===== src/hdl/strap_pkg.sv =====
/*
 * Shared constants and types for the software strap block: register
 * offsets, field positions, reset values, window and threshold counts.
 * Assumes a 32-bit classic Wishbone master and a 25 MHz system clock.
 */
package strap_pkg;

    localparam int unsigned CLK_HZ          = 25_000_000;
    localparam int unsigned WINDOW_NS       = 10_000;
    // Longest interval: round down, with no floor of one cycle
    localparam int unsigned WINDOW_CYCLES   = (WINDOW_NS * (CLK_HZ / 1_000_000)) / 1000;
    localparam int unsigned RX_ERR_LIMIT    = 32;
    localparam int unsigned MLT3_LIMIT      = 20;
    localparam int unsigned SNR_LIMIT       = 20;
    localparam int unsigned CFG_RST_CYCLES  = 4;

    localparam logic [7:0]  OFS_STRAP_ONE   = 8'h00;
    localparam logic [7:0]  OFS_STRAP_THREE = 8'h04;
    localparam logic [7:0]  OFS_FLD_STATUS  = 8'h08;
    localparam logic [7:0]  OFS_IRQ_STATUS  = 8'h0c;
    localparam logic [7:0]  OFS_IRQ_CLEAR   = 8'h10;
    localparam logic [7:0]  OFS_IRQ_ENABLE  = 8'h14;

    localparam int unsigned DONE_BIT        = 15;
    localparam int unsigned DESCR_BIT       = 10;
    localparam int unsigned POL_BIT         = 6;
    localparam int unsigned XOVER_BIT       = 5;
    localparam int unsigned BYPASS_BIT      = 4;
    localparam int unsigned RECEIVE_FAULT_PIN_BIT       = 3;
    localparam int unsigned MLT3_BIT        = 2;
    localparam int unsigned SNR_BIT         = 1;
    localparam int unsigned ENERGY_BIT      = 0;
    localparam int unsigned FLD_STAT_LSB    = 4;

    localparam logic [15:0] STRAP3_MASK     = 16'h047f;
    localparam logic [15:0] STRAP3_RESET    = 16'h0000;

    // Criterion vector index: 4 descrambler, 3 rx error, 2 mlt3, 1 snr, 0 energy
    localparam int unsigned CR_DESCR        = 4;
    localparam int unsigned CR_RECEIVE_FAULT_PIN        = 3;
    localparam int unsigned CR_MLT3         = 2;
    localparam int unsigned CR_SNR          = 1;
    localparam int unsigned CR_ENERGY       = 0;

    typedef struct packed {
        logic        cyc;
        logic        stb;
        logic        we;
        logic [7:0]  adr;
        logic [3:0]  sel;
        logic [31:0] dat;
    } wb_req_s;

    typedef struct packed {
        logic        ack;
        logic [31:0] dat;
    } wb_rsp_s;

    typedef struct packed {
        logic descrambler_loss;
        logic rx_error;
        logic mlt3_violation;
        logic snr_crossing;
        logic energy_loss;
    } fld_event_s;

endpackage : strap_pkg


===== src/hdl/strap_cfg.sv =====
/*
 * Software strap register three with fast link down detection,
 * reached over classic Wishbone. Holds the strap settings, latches
 * them on config done, drives swap and bypass controls, and drops
 * the link when an enabled criterion fires.
 * Assumes event inputs and MAC-side data come from logic on clk_i.
 */
// Local design decisions: the register offsets and the Wishbone interface to the registers.
`timescale 1ns/1ns
module strap_cfg
    import strap_pkg::*;
#(
    parameter int unsigned RX_LIMIT   = RX_ERR_LIMIT,
    parameter int unsigned MLT_LIMIT  = MLT3_LIMIT,
    parameter int unsigned SNR_LIM    = SNR_LIMIT
) (
    input  wire logic        clk_i,
    input  wire logic        rst_i,
    input  wire wb_req_s     wb_req_i,
    output wb_rsp_s          wb_rsp_o,
    input  wire fld_event_s  event_i,
    input  wire logic [3:0]  mac_txd_i,
    input  wire logic        test_data_in_i,
    input  wire logic [4:0]  rx_symbol_i,
    input  wire logic        rx_decode_error_i,
    input  wire logic        line_transmit_pair_i,
    input  wire logic        line_receive_pair_i,
    input  wire logic        tx_line_bit_i,
    output logic             line_transmit_pair_o,
    output logic             line_receive_pair_o,
    output logic             rx_line_bit_o,
    output logic [4:0]       tx_symbol_o,
    output logic             receive_fault_pin_o,
    output logic             cfg_reset_o,
    output logic             polarity_swap_o,
    output logic             pair_crossover_select_o,
    output logic             port_mirror_o,
    output logic             bypass_4b5b_o,
    output logic             link_drop_o,
    output logic             irq_o
);

    localparam logic [7:0] WIN_LAST = 8'(WINDOW_CYCLES - 1);
    localparam logic [5:0] RX_MAX   = 6'(RX_LIMIT);
    localparam logic [4:0] MLT_MAX  = 5'(MLT_LIMIT);
    localparam logic [4:0] SNR_MAX  = 5'(SNR_LIM);
    localparam logic [2:0] RST_LAST = 3'(CFG_RST_CYCLES - 1);

    typedef struct packed {
        logic        ack;
        logic [31:0] rdat;
        logic [15:0] strap3;
        logic        done;
        logic [15:0] active;
        logic        rst_busy;
        logic [2:0]  rst_cnt;
        logic [7:0]  win_cnt;
        logic [5:0]  cnt_rx;
        logic [4:0]  cnt_mlt;
        logic [4:0]  cnt_snr;
        logic [1:0]  lvl_prev;
        logic [4:0]  fld_stat;
        logic [4:0]  irq_stat;
        logic [4:0]  irq_en;
        logic        drop;
        logic [4:0]  tx_sym;
        logic        rx_fault;
    } state_s;

    state_s st;
    state_s next_st;

    // Merge write data into a 16-bit register under byte enables
    function automatic logic [15:0] merge16(input logic [15:0] old,
                                            input logic [31:0] wdat,
                                            input logic [3:0]  sel);
        logic [15:0] res;
        res = old;
        if (sel[0]) begin
            res[7:0] = wdat[7:0];
        end
        if (sel[1]) begin
            res[15:8] = wdat[15:8];
        end
        return res;
    endfunction : merge16

    logic       req;
    logic       wr;
    logic       rd;
    logic       win_end;
    logic [4:0] fire;
    logic [4:0] en;
    logic       pol;
    logic       xover;

    always_comb begin
        req     = wb_req_i.cyc & wb_req_i.stb & ~st.ack;
        wr      = req & wb_req_i.we;
        rd      = req & ~wb_req_i.we;
        win_end = (st.win_cnt == WIN_LAST);
        en      = {st.active[DESCR_BIT], st.active[RECEIVE_FAULT_PIN_BIT], st.active[MLT3_BIT],
                   st.active[SNR_BIT], st.active[ENERGY_BIT]};
        pol     = st.active[POL_BIT];
        xover   = st.active[XOVER_BIT];
        fire    = '0;
        next_st = st;

        // Bus answer one cycle after the request, dropped the cycle after
        next_st.ack  = req;
        next_st.rdat = '0;

        if (wr) begin
            unique case (wb_req_i.adr)
                OFS_STRAP_ONE: begin
                    if (wb_req_i.sel[1] && wb_req_i.dat[DONE_BIT]) begin
                        next_st.done     = 1'b1;
                        next_st.rst_busy = 1'b1;
                        next_st.rst_cnt  = '0;
                        next_st.active   = st.strap3;
                    end
                end
                OFS_STRAP_THREE: begin
                    next_st.strap3 = merge16(st.strap3, wb_req_i.dat, wb_req_i.sel)
                                     & STRAP3_MASK;
                end
                OFS_IRQ_ENABLE: begin
                    if (wb_req_i.sel[0]) begin
                        next_st.irq_en = wb_req_i.dat[4:0];
                    end
                end
                default: begin
                end
            endcase
        end

        if (rd) begin
            unique case (wb_req_i.adr)
                OFS_STRAP_ONE:   next_st.rdat = {16'h0000, st.done, 15'h0000};
                OFS_STRAP_THREE: next_st.rdat = {16'h0000, st.strap3 & STRAP3_MASK};
                OFS_FLD_STATUS:  next_st.rdat = 32'({st.fld_stat, 4'h0});
                OFS_IRQ_STATUS:  next_st.rdat = {27'h0000000, st.irq_stat};
                OFS_IRQ_ENABLE:  next_st.rdat = {27'h0000000, st.irq_en};
                default:         next_st.rdat = '0;
            endcase
        end

        if (st.rst_busy) begin
            next_st.rst_cnt = st.rst_cnt + 3'h1;
            if (st.rst_cnt == RST_LAST) begin
                next_st.rst_busy = 1'b0;
            end
        end

        next_st.win_cnt = win_end ? 8'h00 : st.win_cnt + 8'h01;

        if (event_i.rx_error && en[CR_RECEIVE_FAULT_PIN] && st.cnt_rx != RX_MAX) begin
            next_st.cnt_rx = st.cnt_rx + 6'h01;
            fire[CR_RECEIVE_FAULT_PIN] = (st.cnt_rx + 6'h01 == RX_MAX);
        end
        if (event_i.mlt3_violation && en[CR_MLT3] && st.cnt_mlt != MLT_MAX) begin
            next_st.cnt_mlt = st.cnt_mlt + 5'h01;
            fire[CR_MLT3]   = (st.cnt_mlt + 5'h01 == MLT_MAX);
        end
        if (event_i.snr_crossing && en[CR_SNR] && st.cnt_snr != SNR_MAX) begin
            next_st.cnt_snr = st.cnt_snr + 5'h01;
            fire[CR_SNR]    = (st.cnt_snr + 5'h01 == SNR_MAX);
        end
        if (win_end || st.rst_busy || !en[CR_RECEIVE_FAULT_PIN]) begin
            next_st.cnt_rx = '0;
        end
        if (win_end || st.rst_busy || !en[CR_MLT3]) begin
            next_st.cnt_mlt = '0;
        end
        if (win_end || st.rst_busy || !en[CR_SNR]) begin
            next_st.cnt_snr = '0;
        end

        fire[CR_DESCR]   = en[CR_DESCR] & event_i.descrambler_loss & ~st.lvl_prev[1];
        fire[CR_ENERGY]  = en[CR_ENERGY] & event_i.energy_loss & ~st.lvl_prev[0];
        next_st.lvl_prev = {event_i.descrambler_loss, event_i.energy_loss};
        if (st.rst_busy) begin
            fire = '0;
        end

        next_st.drop = |fire;

        // latch high, cleared by read; set wins
        if (rd && wb_req_i.adr == OFS_FLD_STATUS) begin
            next_st.fld_stat = '0;
        end
        next_st.fld_stat = next_st.fld_stat | fire;

        // Interrupt status: write-one-to-clear, set wins
        if (wr && wb_req_i.adr == OFS_IRQ_CLEAR && wb_req_i.sel[0]) begin
            next_st.irq_stat = st.irq_stat & ~wb_req_i.dat[4:0];
        end
        next_st.irq_stat = next_st.irq_stat | fire;

        next_st.tx_sym   = st.active[BYPASS_BIT] ? {test_data_in_i, mac_txd_i}
                                                 : {1'b0, mac_txd_i};
        next_st.rx_fault = st.active[BYPASS_BIT] ? rx_symbol_i[4] : rx_decode_error_i;

        if (rst_i) begin
            next_st        = '0;
            next_st.strap3 = STRAP3_RESET;
        end
    end

    always_ff @(posedge clk_i) begin
        st <= next_st;
    end

    always_comb begin
        wb_rsp_o.ack            = st.ack;
        wb_rsp_o.dat            = st.rdat;
        cfg_reset_o             = st.rst_busy;
        polarity_swap_o         = pol;
        pair_crossover_select_o = xover;
        port_mirror_o           = pol & xover;
        bypass_4b5b_o           = st.active[BYPASS_BIT];
        link_drop_o             = st.drop;
        irq_o                   = |(st.irq_stat & st.irq_en);
        tx_symbol_o             = st.tx_sym;
        receive_fault_pin_o     = st.rx_fault;
        line_transmit_pair_o    = xover ? 1'b0 : tx_line_bit_i ^ pol;
        line_receive_pair_o     = xover ? tx_line_bit_i ^ pol : 1'b0;
        rx_line_bit_o           = (xover ? line_transmit_pair_i : line_receive_pair_i) ^ pol;
    end

endmodule : strap_cfg


===== config.mk =====
export PLATFORM = sky130hd
export DESIGN_NAME = strap_cfg
export DESIGN_NICKNAME = d
export VERILOG_FILES = /design/src/hdl/strap_pkg.sv /design/src/hdl/strap_cfg.sv
export SDC_FILE = /design/constraint.sdc
export NUM_CORES = 1
export LEC_CHECK = 0
export ABC_CLOCK_PERIOD_IN_PS = 3400
export BUFFER_PORTS_ARGS = -buffer_cell sky130_fd_sc_hd__buf_2
export CORE_MARGIN = 2
export CORE_UTILIZATION = 55
export DETAILED_ROUTE_END_ITERATION = 12
export PLACE_DENSITY_LB_ADDON = 0.3
export SYNTH_ARGS = -nofsm -noshare
export SYNTH_HDL_FRONTEND = slang
export SYNTH_SLANG_ARGS = --single-unit

===== constraint.sdc =====
create_clock -name clk_i -period 3.4 [get_ports clk_i]
set_clock_uncertainty 0.15 [all_clocks]
set_input_delay 0.17 -clock clk_i [delete_from_list [all_inputs] [get_ports clk_i]]
set_output_delay 0.17 -clock clk_i [all_outputs]
set_load 0.05 [all_outputs]

== Word level (Yosys, flattened, before mapping) ==
Cells that the tools add are included.

* Register bits: 102
* Input port bits: 68
* Output and inout bits: 49
* Word-level logic and storage cells: 110

* Add/subtract/negate cells: 5
* Equality and inequality tests: 13
* Mux-type cells: 16
* Bitwise operators: 22
* Reduce and logical (&&, ||, !) cells: 34

{| class="wikitable"
|+ Operators by type and width
! kind !! count
|-
| one-hot mux 16 bit (5 select lines) || 1
|-
| == test 8 x 4 -> 1 bit, second input constant || 2
|-
| == test 8 x 5 -> 1 bit, second input constant || 2
|-
| 2-to-1 mux 4 bit || 4
|-
| 2-to-1 mux 5 bit || 3
|-
| AND reduction 3 bit || 5
|-
| OR reduction 2 bit || 6
|-
| adder 5 x 1 -> 5 bit, second input constant || 2
|-
| AND 5 bit || 2
|-
| == test 5 bit, second input constant || 2
|-
| logical AND 1 bit || 10
|-
| inequality test 5 bit, second input constant || 2
|-
| bitwise OR 5 bit || 2
|-
| OR reduction 5 bit || 2
|-
| AND 1 bit || 9
|-
| adder 8 x 1 -> 8 bit, second input constant || 1
|-
| == test 8 x 3 -> 1 bit, second input constant || 1
|-
| == test 8 bit, second input constant || 1
|-
| logical NOT 8 bit || 1
|-
| 2-to-1 mux 1 bit || 8
|-
| adder 6 x 1 -> 6 bit, second input constant || 1
|-
| == test 6 bit, second input constant || 1
|-
| inequality test 6 bit, second input constant || 1
|-
| inverter 1 bit || 6
|-
| 7 further kinds || 15
|}

== Depth between registers and ports, before layout ==
* Depth after elaboration: 7
* Gate-level depth with buffers: 8
* Depth with buffers taken out: 7

== Worst setup path before layout ==
OpenSTA, ideal clock, no wires.

* Path type: register to output
* From: reg st (netlist bit pair_crossover_select_o)
* To: out rx_line_bit_o
* Data arrival time: 1.697 ns
* Required time: 3.080 ns
* Setup slack: 1.383 ns
* Cell stages (with the launch flop): 3
* Buffers on the path: 0
* Cells stage by stage: dfxtp_1 > mux2i_1 > xnor2_1

* Longest elaborated chain between the ends: 2

{| class="wikitable"
|+ RTL lines
! item !! line !! RTL
|-
| from (decl) || strap_cfg.sv:70 || <nowiki>state_s st;</nowiki>
|-
| from (signal assigned) || strap_cfg.sv:211 || <nowiki>st <= next_st;</nowiki>
|-
| 2-to-1 mux 1 bit || strap_cfg.sv:228 || <nowiki>rx_line_bit_o = (xover ? line_transmit_pair_i : line_receive_pair_i) ^ pol;</nowiki>
|-
| XOR 1 bit || strap_cfg.sv:228 ||
|-
| to (decl) || strap_cfg.sv:31 || <nowiki>output logic rx_line_bit_o,</nowiki>
|}

No other way between the ends.

== Final worst setup path ==
* From: reg st[24] (netlist name)
* To: reg st (netlist bit link_drop_o)

* Longest elaborated chain between the ends: 5
* Elaborated cells between the ends (all ways): 7
* Classes of those cells: 1 x add/sub; 2 x eq/ne; 2 x mux; 2 x reduce/logical

{| class="wikitable"
|+ RTL lines
! item !! line !! RTL
|-
| adder 5 x 1 -> 5 bit / inequality test 5 bit (equally long branches) || strap_cfg.sv:167, strap_cfg.sv:165 ||
|-
| == test 5 bit / logical AND 1 bit (equally long branches) || strap_cfg.sv:167, strap_cfg.sv:165 ||
|-
| 2-to-1 mux 1 bit (*) || strap_cfg.sv:165 || <nowiki>if (event_i.snr_crossing && en[CR_SNR] && st.cnt_snr != SNR_MAX) begin</nowiki>
|-
| 2-to-1 mux 5 bit (*) || strap_cfg.sv:182 || <nowiki>if (st.rst_busy) begin</nowiki>
|-
| OR reduction 5 bit (*) || strap_cfg.sv:186 || <nowiki>next_st.drop = |fire;</nowiki>
|}

Every way passes the cells marked *; elsewhere a longest branch is shown, timed or not.
A chain may end at the register's enable or synchronous reset.

==> impl_results.md <==
* Run status: complete, no violations
* Remaining global-route overflow at 0
* Post-Syn Area per Cell at 8.83 um^2
* Global router's overall resource usage at 0.201
* Fin crit share at 0.580
* Cell Pwr Density at approximately 440 nW/um^2
* Worst Setup EP: link_drop_o$_SDFF_PP0_
* Minimum clock period at 1.97 ns
* Non-Filler Instances at slightly below 600
* Via/cell ratio at 5.07
* Post-cts sizing count at 0
* CP bufs+invs at 1
* WP data arrival at 2.07 ns
* Final std cell area, no fill at 4370 um^2
* Sequential share of the synthesized area at 0.426
* Stages on worst setup path at 7
* HPWL Detailed at around 5100 um
* Worst EP required at 3.50 ns
* Setup bufs post-CTS at 0
* Commonest cells in the netlist: dfxtp_1, nor2_1, nand2_1
* TritonCTS clock tree: yes
* Initial drt markers at 166
* Hold Fails Final Rpt at 0
* Startpoint Class: flip-flop
* Ys flop type: dfxtp_1
* Ys async rst share at 0
* EDFF count, synth at 0
* Mapped Cells at 431
* Netlist Area Pre-Place at 3800 um^2
* Origin of the critical flop-to-flop path: st[24]$_SDFFE_PP0N_
* Critical-path cell list: inv_1 > ha_1 > nand4b_1 > nand3_1 > nor4_1 > nand2_1 > a41oi_1
* TritonRoute pass-1 iters at 4
* Largest net degree at the start of global routing at 48
* CTS Hold Buffers Added at 18
* Area contributors post-synth: dfxtp_1, buf_4, nor2_1
* Final setup vio count at 0
* Number of synthesized register bits at between 80 and 90
* Worst-skew pair later-pin latency at between 0.3 and 0.4 ns
* Flop-to-flop setup slack at 1.43 ns
* RSZ-0062 raised after global routing: false
* Leading area contributor after synthesis: dfxtp_1
* # port buffers at 66
* Post-placement cell area at between 3000 and 4000 um^2
* Max_slew headroom at 0.447
* CP max FO at 6
* Dpl cells at 545
* Initial Util at 0.563
* Global-route wire length before repair at ~12000 um
* DIE AREA at between 7000 and 8000 um^2
* Die H at between 80 and 90 um
* Top-count cell post-synth: dfxtp_1
* Crit end category: flip-flop
* Worst-path clk slew at 0.08 ns
* Initial antenna violation count at 0
* DRC errors left at 0
* ANT cells at 0
* Place WS at about 1.3 ns
* Synth-to-Final Area Change at 14.8%
* FF-to-FF path depth at 7
* PnR worst setup slack at 1.43 ns
* Maximum root-to-sink buffer count at 2
* Core area at 6760 um^2
* Hold Path Class: input port to flip-flop
* Total CTS buffers at 9
* Clock Sinks at 81
* Worst Setup Path Type: flip-flop to flip-flop
* NumNets Final at 575
* Max Clock Freq at 507 MHz
* VDD IR max at between 150 and 200 uV
* Io pins at about 120
* Leakage at 1.84 nW
* Yosys warns at 0
* Max-Cap Viols at 0
* Die Wd at 87.2 um
* Share of layout cells above drive strength 1 at 0.173
* Crit Reg-Reg Endpoint: link_drop_o$_SDFF_PP0_
* Root buffer cell: clkbuf_8
* Detailed Route WL at 7440 um
* CP peak stage delay at 0.39 ns
* Slew Limit Fails at 0
* Number of fillers in the final layout at 545
* ANT nets after route at 0
* CP top delay family: simple AND/OR/NAND/NOR gates
* Slowest-stage cell, CP: dfxtp_1
* GP Congestion at 0.866
* H-tree depth at 3
* Drt wl/cell at about 13 um
* Rows at 30
* Actual slew at the worst max-slew pin at 0.829 ns
* Setup_tns at 0 ns
* CP startpoint: st[24]$_SDFFE_PP0N_
* Synth unique cells at 41
* Vias at 2928
* Post-synth top area share at 0.426
* Vias in the first global route at 2651
[cell families (layout without fill, tap and decap cells)]
logic type               count (synthesis)  count (layout)  synth area share
flip-flops                              81              81             0.426
other                                    1              21          0.000986
buffers and inverters                   63             110             0.103
multiplexers                            19              19            0.0506
AO/OA/AOI/OAI                           46              46            0.0700
adder cells (fa/ha/maj)                 13              13            0.0428
AND/OR/NAND/NOR                        182             182             0.247
XOR/XNOR                                26              26            0.0598
[flip-flops by register name, summed over array words and instances (netlist names), 5 cells and up]
register / flops
tx_symbol_o: 5
st: 53
wb_rsp_o: 12
en: 5
[worst reg2reg max path, delay by kind of cell (launching register included)]
kind,cells,cell delay [ns]
simple gates,4,0.78
fa+ha+maj,1,0.21
flops,1,0.39
buf+inv,1,0.09
compound gates,1,0.27
[per-stage QoR]
stage	hold slack [ns]	total power, mW	utilization
floorplan	0.148	1.11	-
finish	0.0687	1.93	0.646
global route	0.0878	1.99	0.646
detailed placement	0.238	1.12	0.586
CTS	0.0566	1.94	0.646
global placement	0.228	1.12	0.586
[layer usage]
layer / global-route usage / up-vias / wire, um
met5: 0 / - / 0
met4: 0.0755 / 0 / 104
met3: 0.0322 / 11 / 340
met2: 0.340 / 79 / 3640
met1: 0.257 / 1332 / 3360
li1: - / 1506 / -
[power by group]
group / total (mW) / internal [mW] / switching (mW)
combinational: 0.157 / 0.0452 / 0.112
clock: 0.809 / 0.486 / 0.323
sequential: 0.960 / 0.956 / 0.00429
[how the worst min path moves through the flow]
stage	endpoint	from	cells after the start
2_1_floorplan	st[22]$_SDFF_PP0_	event_i[0]	1
3_3_place_gp	tx_symbol_o[0]$_SDFF_PP0_	mac_txd_i[0]	2
3_5_place_dp	tx_symbol_o[2]$_SDFF_PP0_	mac_txd_i[2]	2
4_1_cts	wb_rsp_o[5]$_SDFF_PP0_	wb_req_i[36]	4
5_1_grt	wb_rsp_o[5]$_SDFF_PP0_	wb_req_i[36]	4
6_report	wb_rsp_o[5]$_SDFF_PP0_	wb_req_i[36]	4
[layout by cell type (no fill, tap or decap), types with 4 or more instances in the layout]
| cell type | count |
|---|---|
| buf_2 | 66 |
| ha_1 | 13 |
| xor2_1 | 14 |
| nor2_1 | 54 |
| nand3_1 | 18 |
| xnor2_1 | 12 |
| inv_1 | 11 |
| nand4_1 | 6 |
| clkbuf_8 | 9 |
| nor2b_1 | 8 |
| or3_1 | 4 |
| dfxtp_1 | 81 |
| mux2i_1 | 17 |
| a21oi_1 | 27 |
| and3_1 | 4 |
| nor3_1 | 5 |
| dlygate4sd3_1 | 18 |
| a22oi_1 | 8 |
| conb_1 | 21 |
| o21ai_0 | 8 |
| nand2_1 | 49 |
| and2_1 | 9 |
[layout make-up]
cell class / instances / area, um^2 / area share
Sequential cell: 81 / 1620 / 0.371
Clock buffer: 12 / 135 / 0.0309
Tap cell: 80 / 100 / 0.0229
Clock inverter: 3 / 90.1 / 0.0206
Inverter: 11 / 41.3 / 0.00946
Multi-Input combinational cell: 307 / 1870 / 0.428
Timing Repair Buffer: 84 / 510 / 0.117
Power figures use the tool's default switching activity.
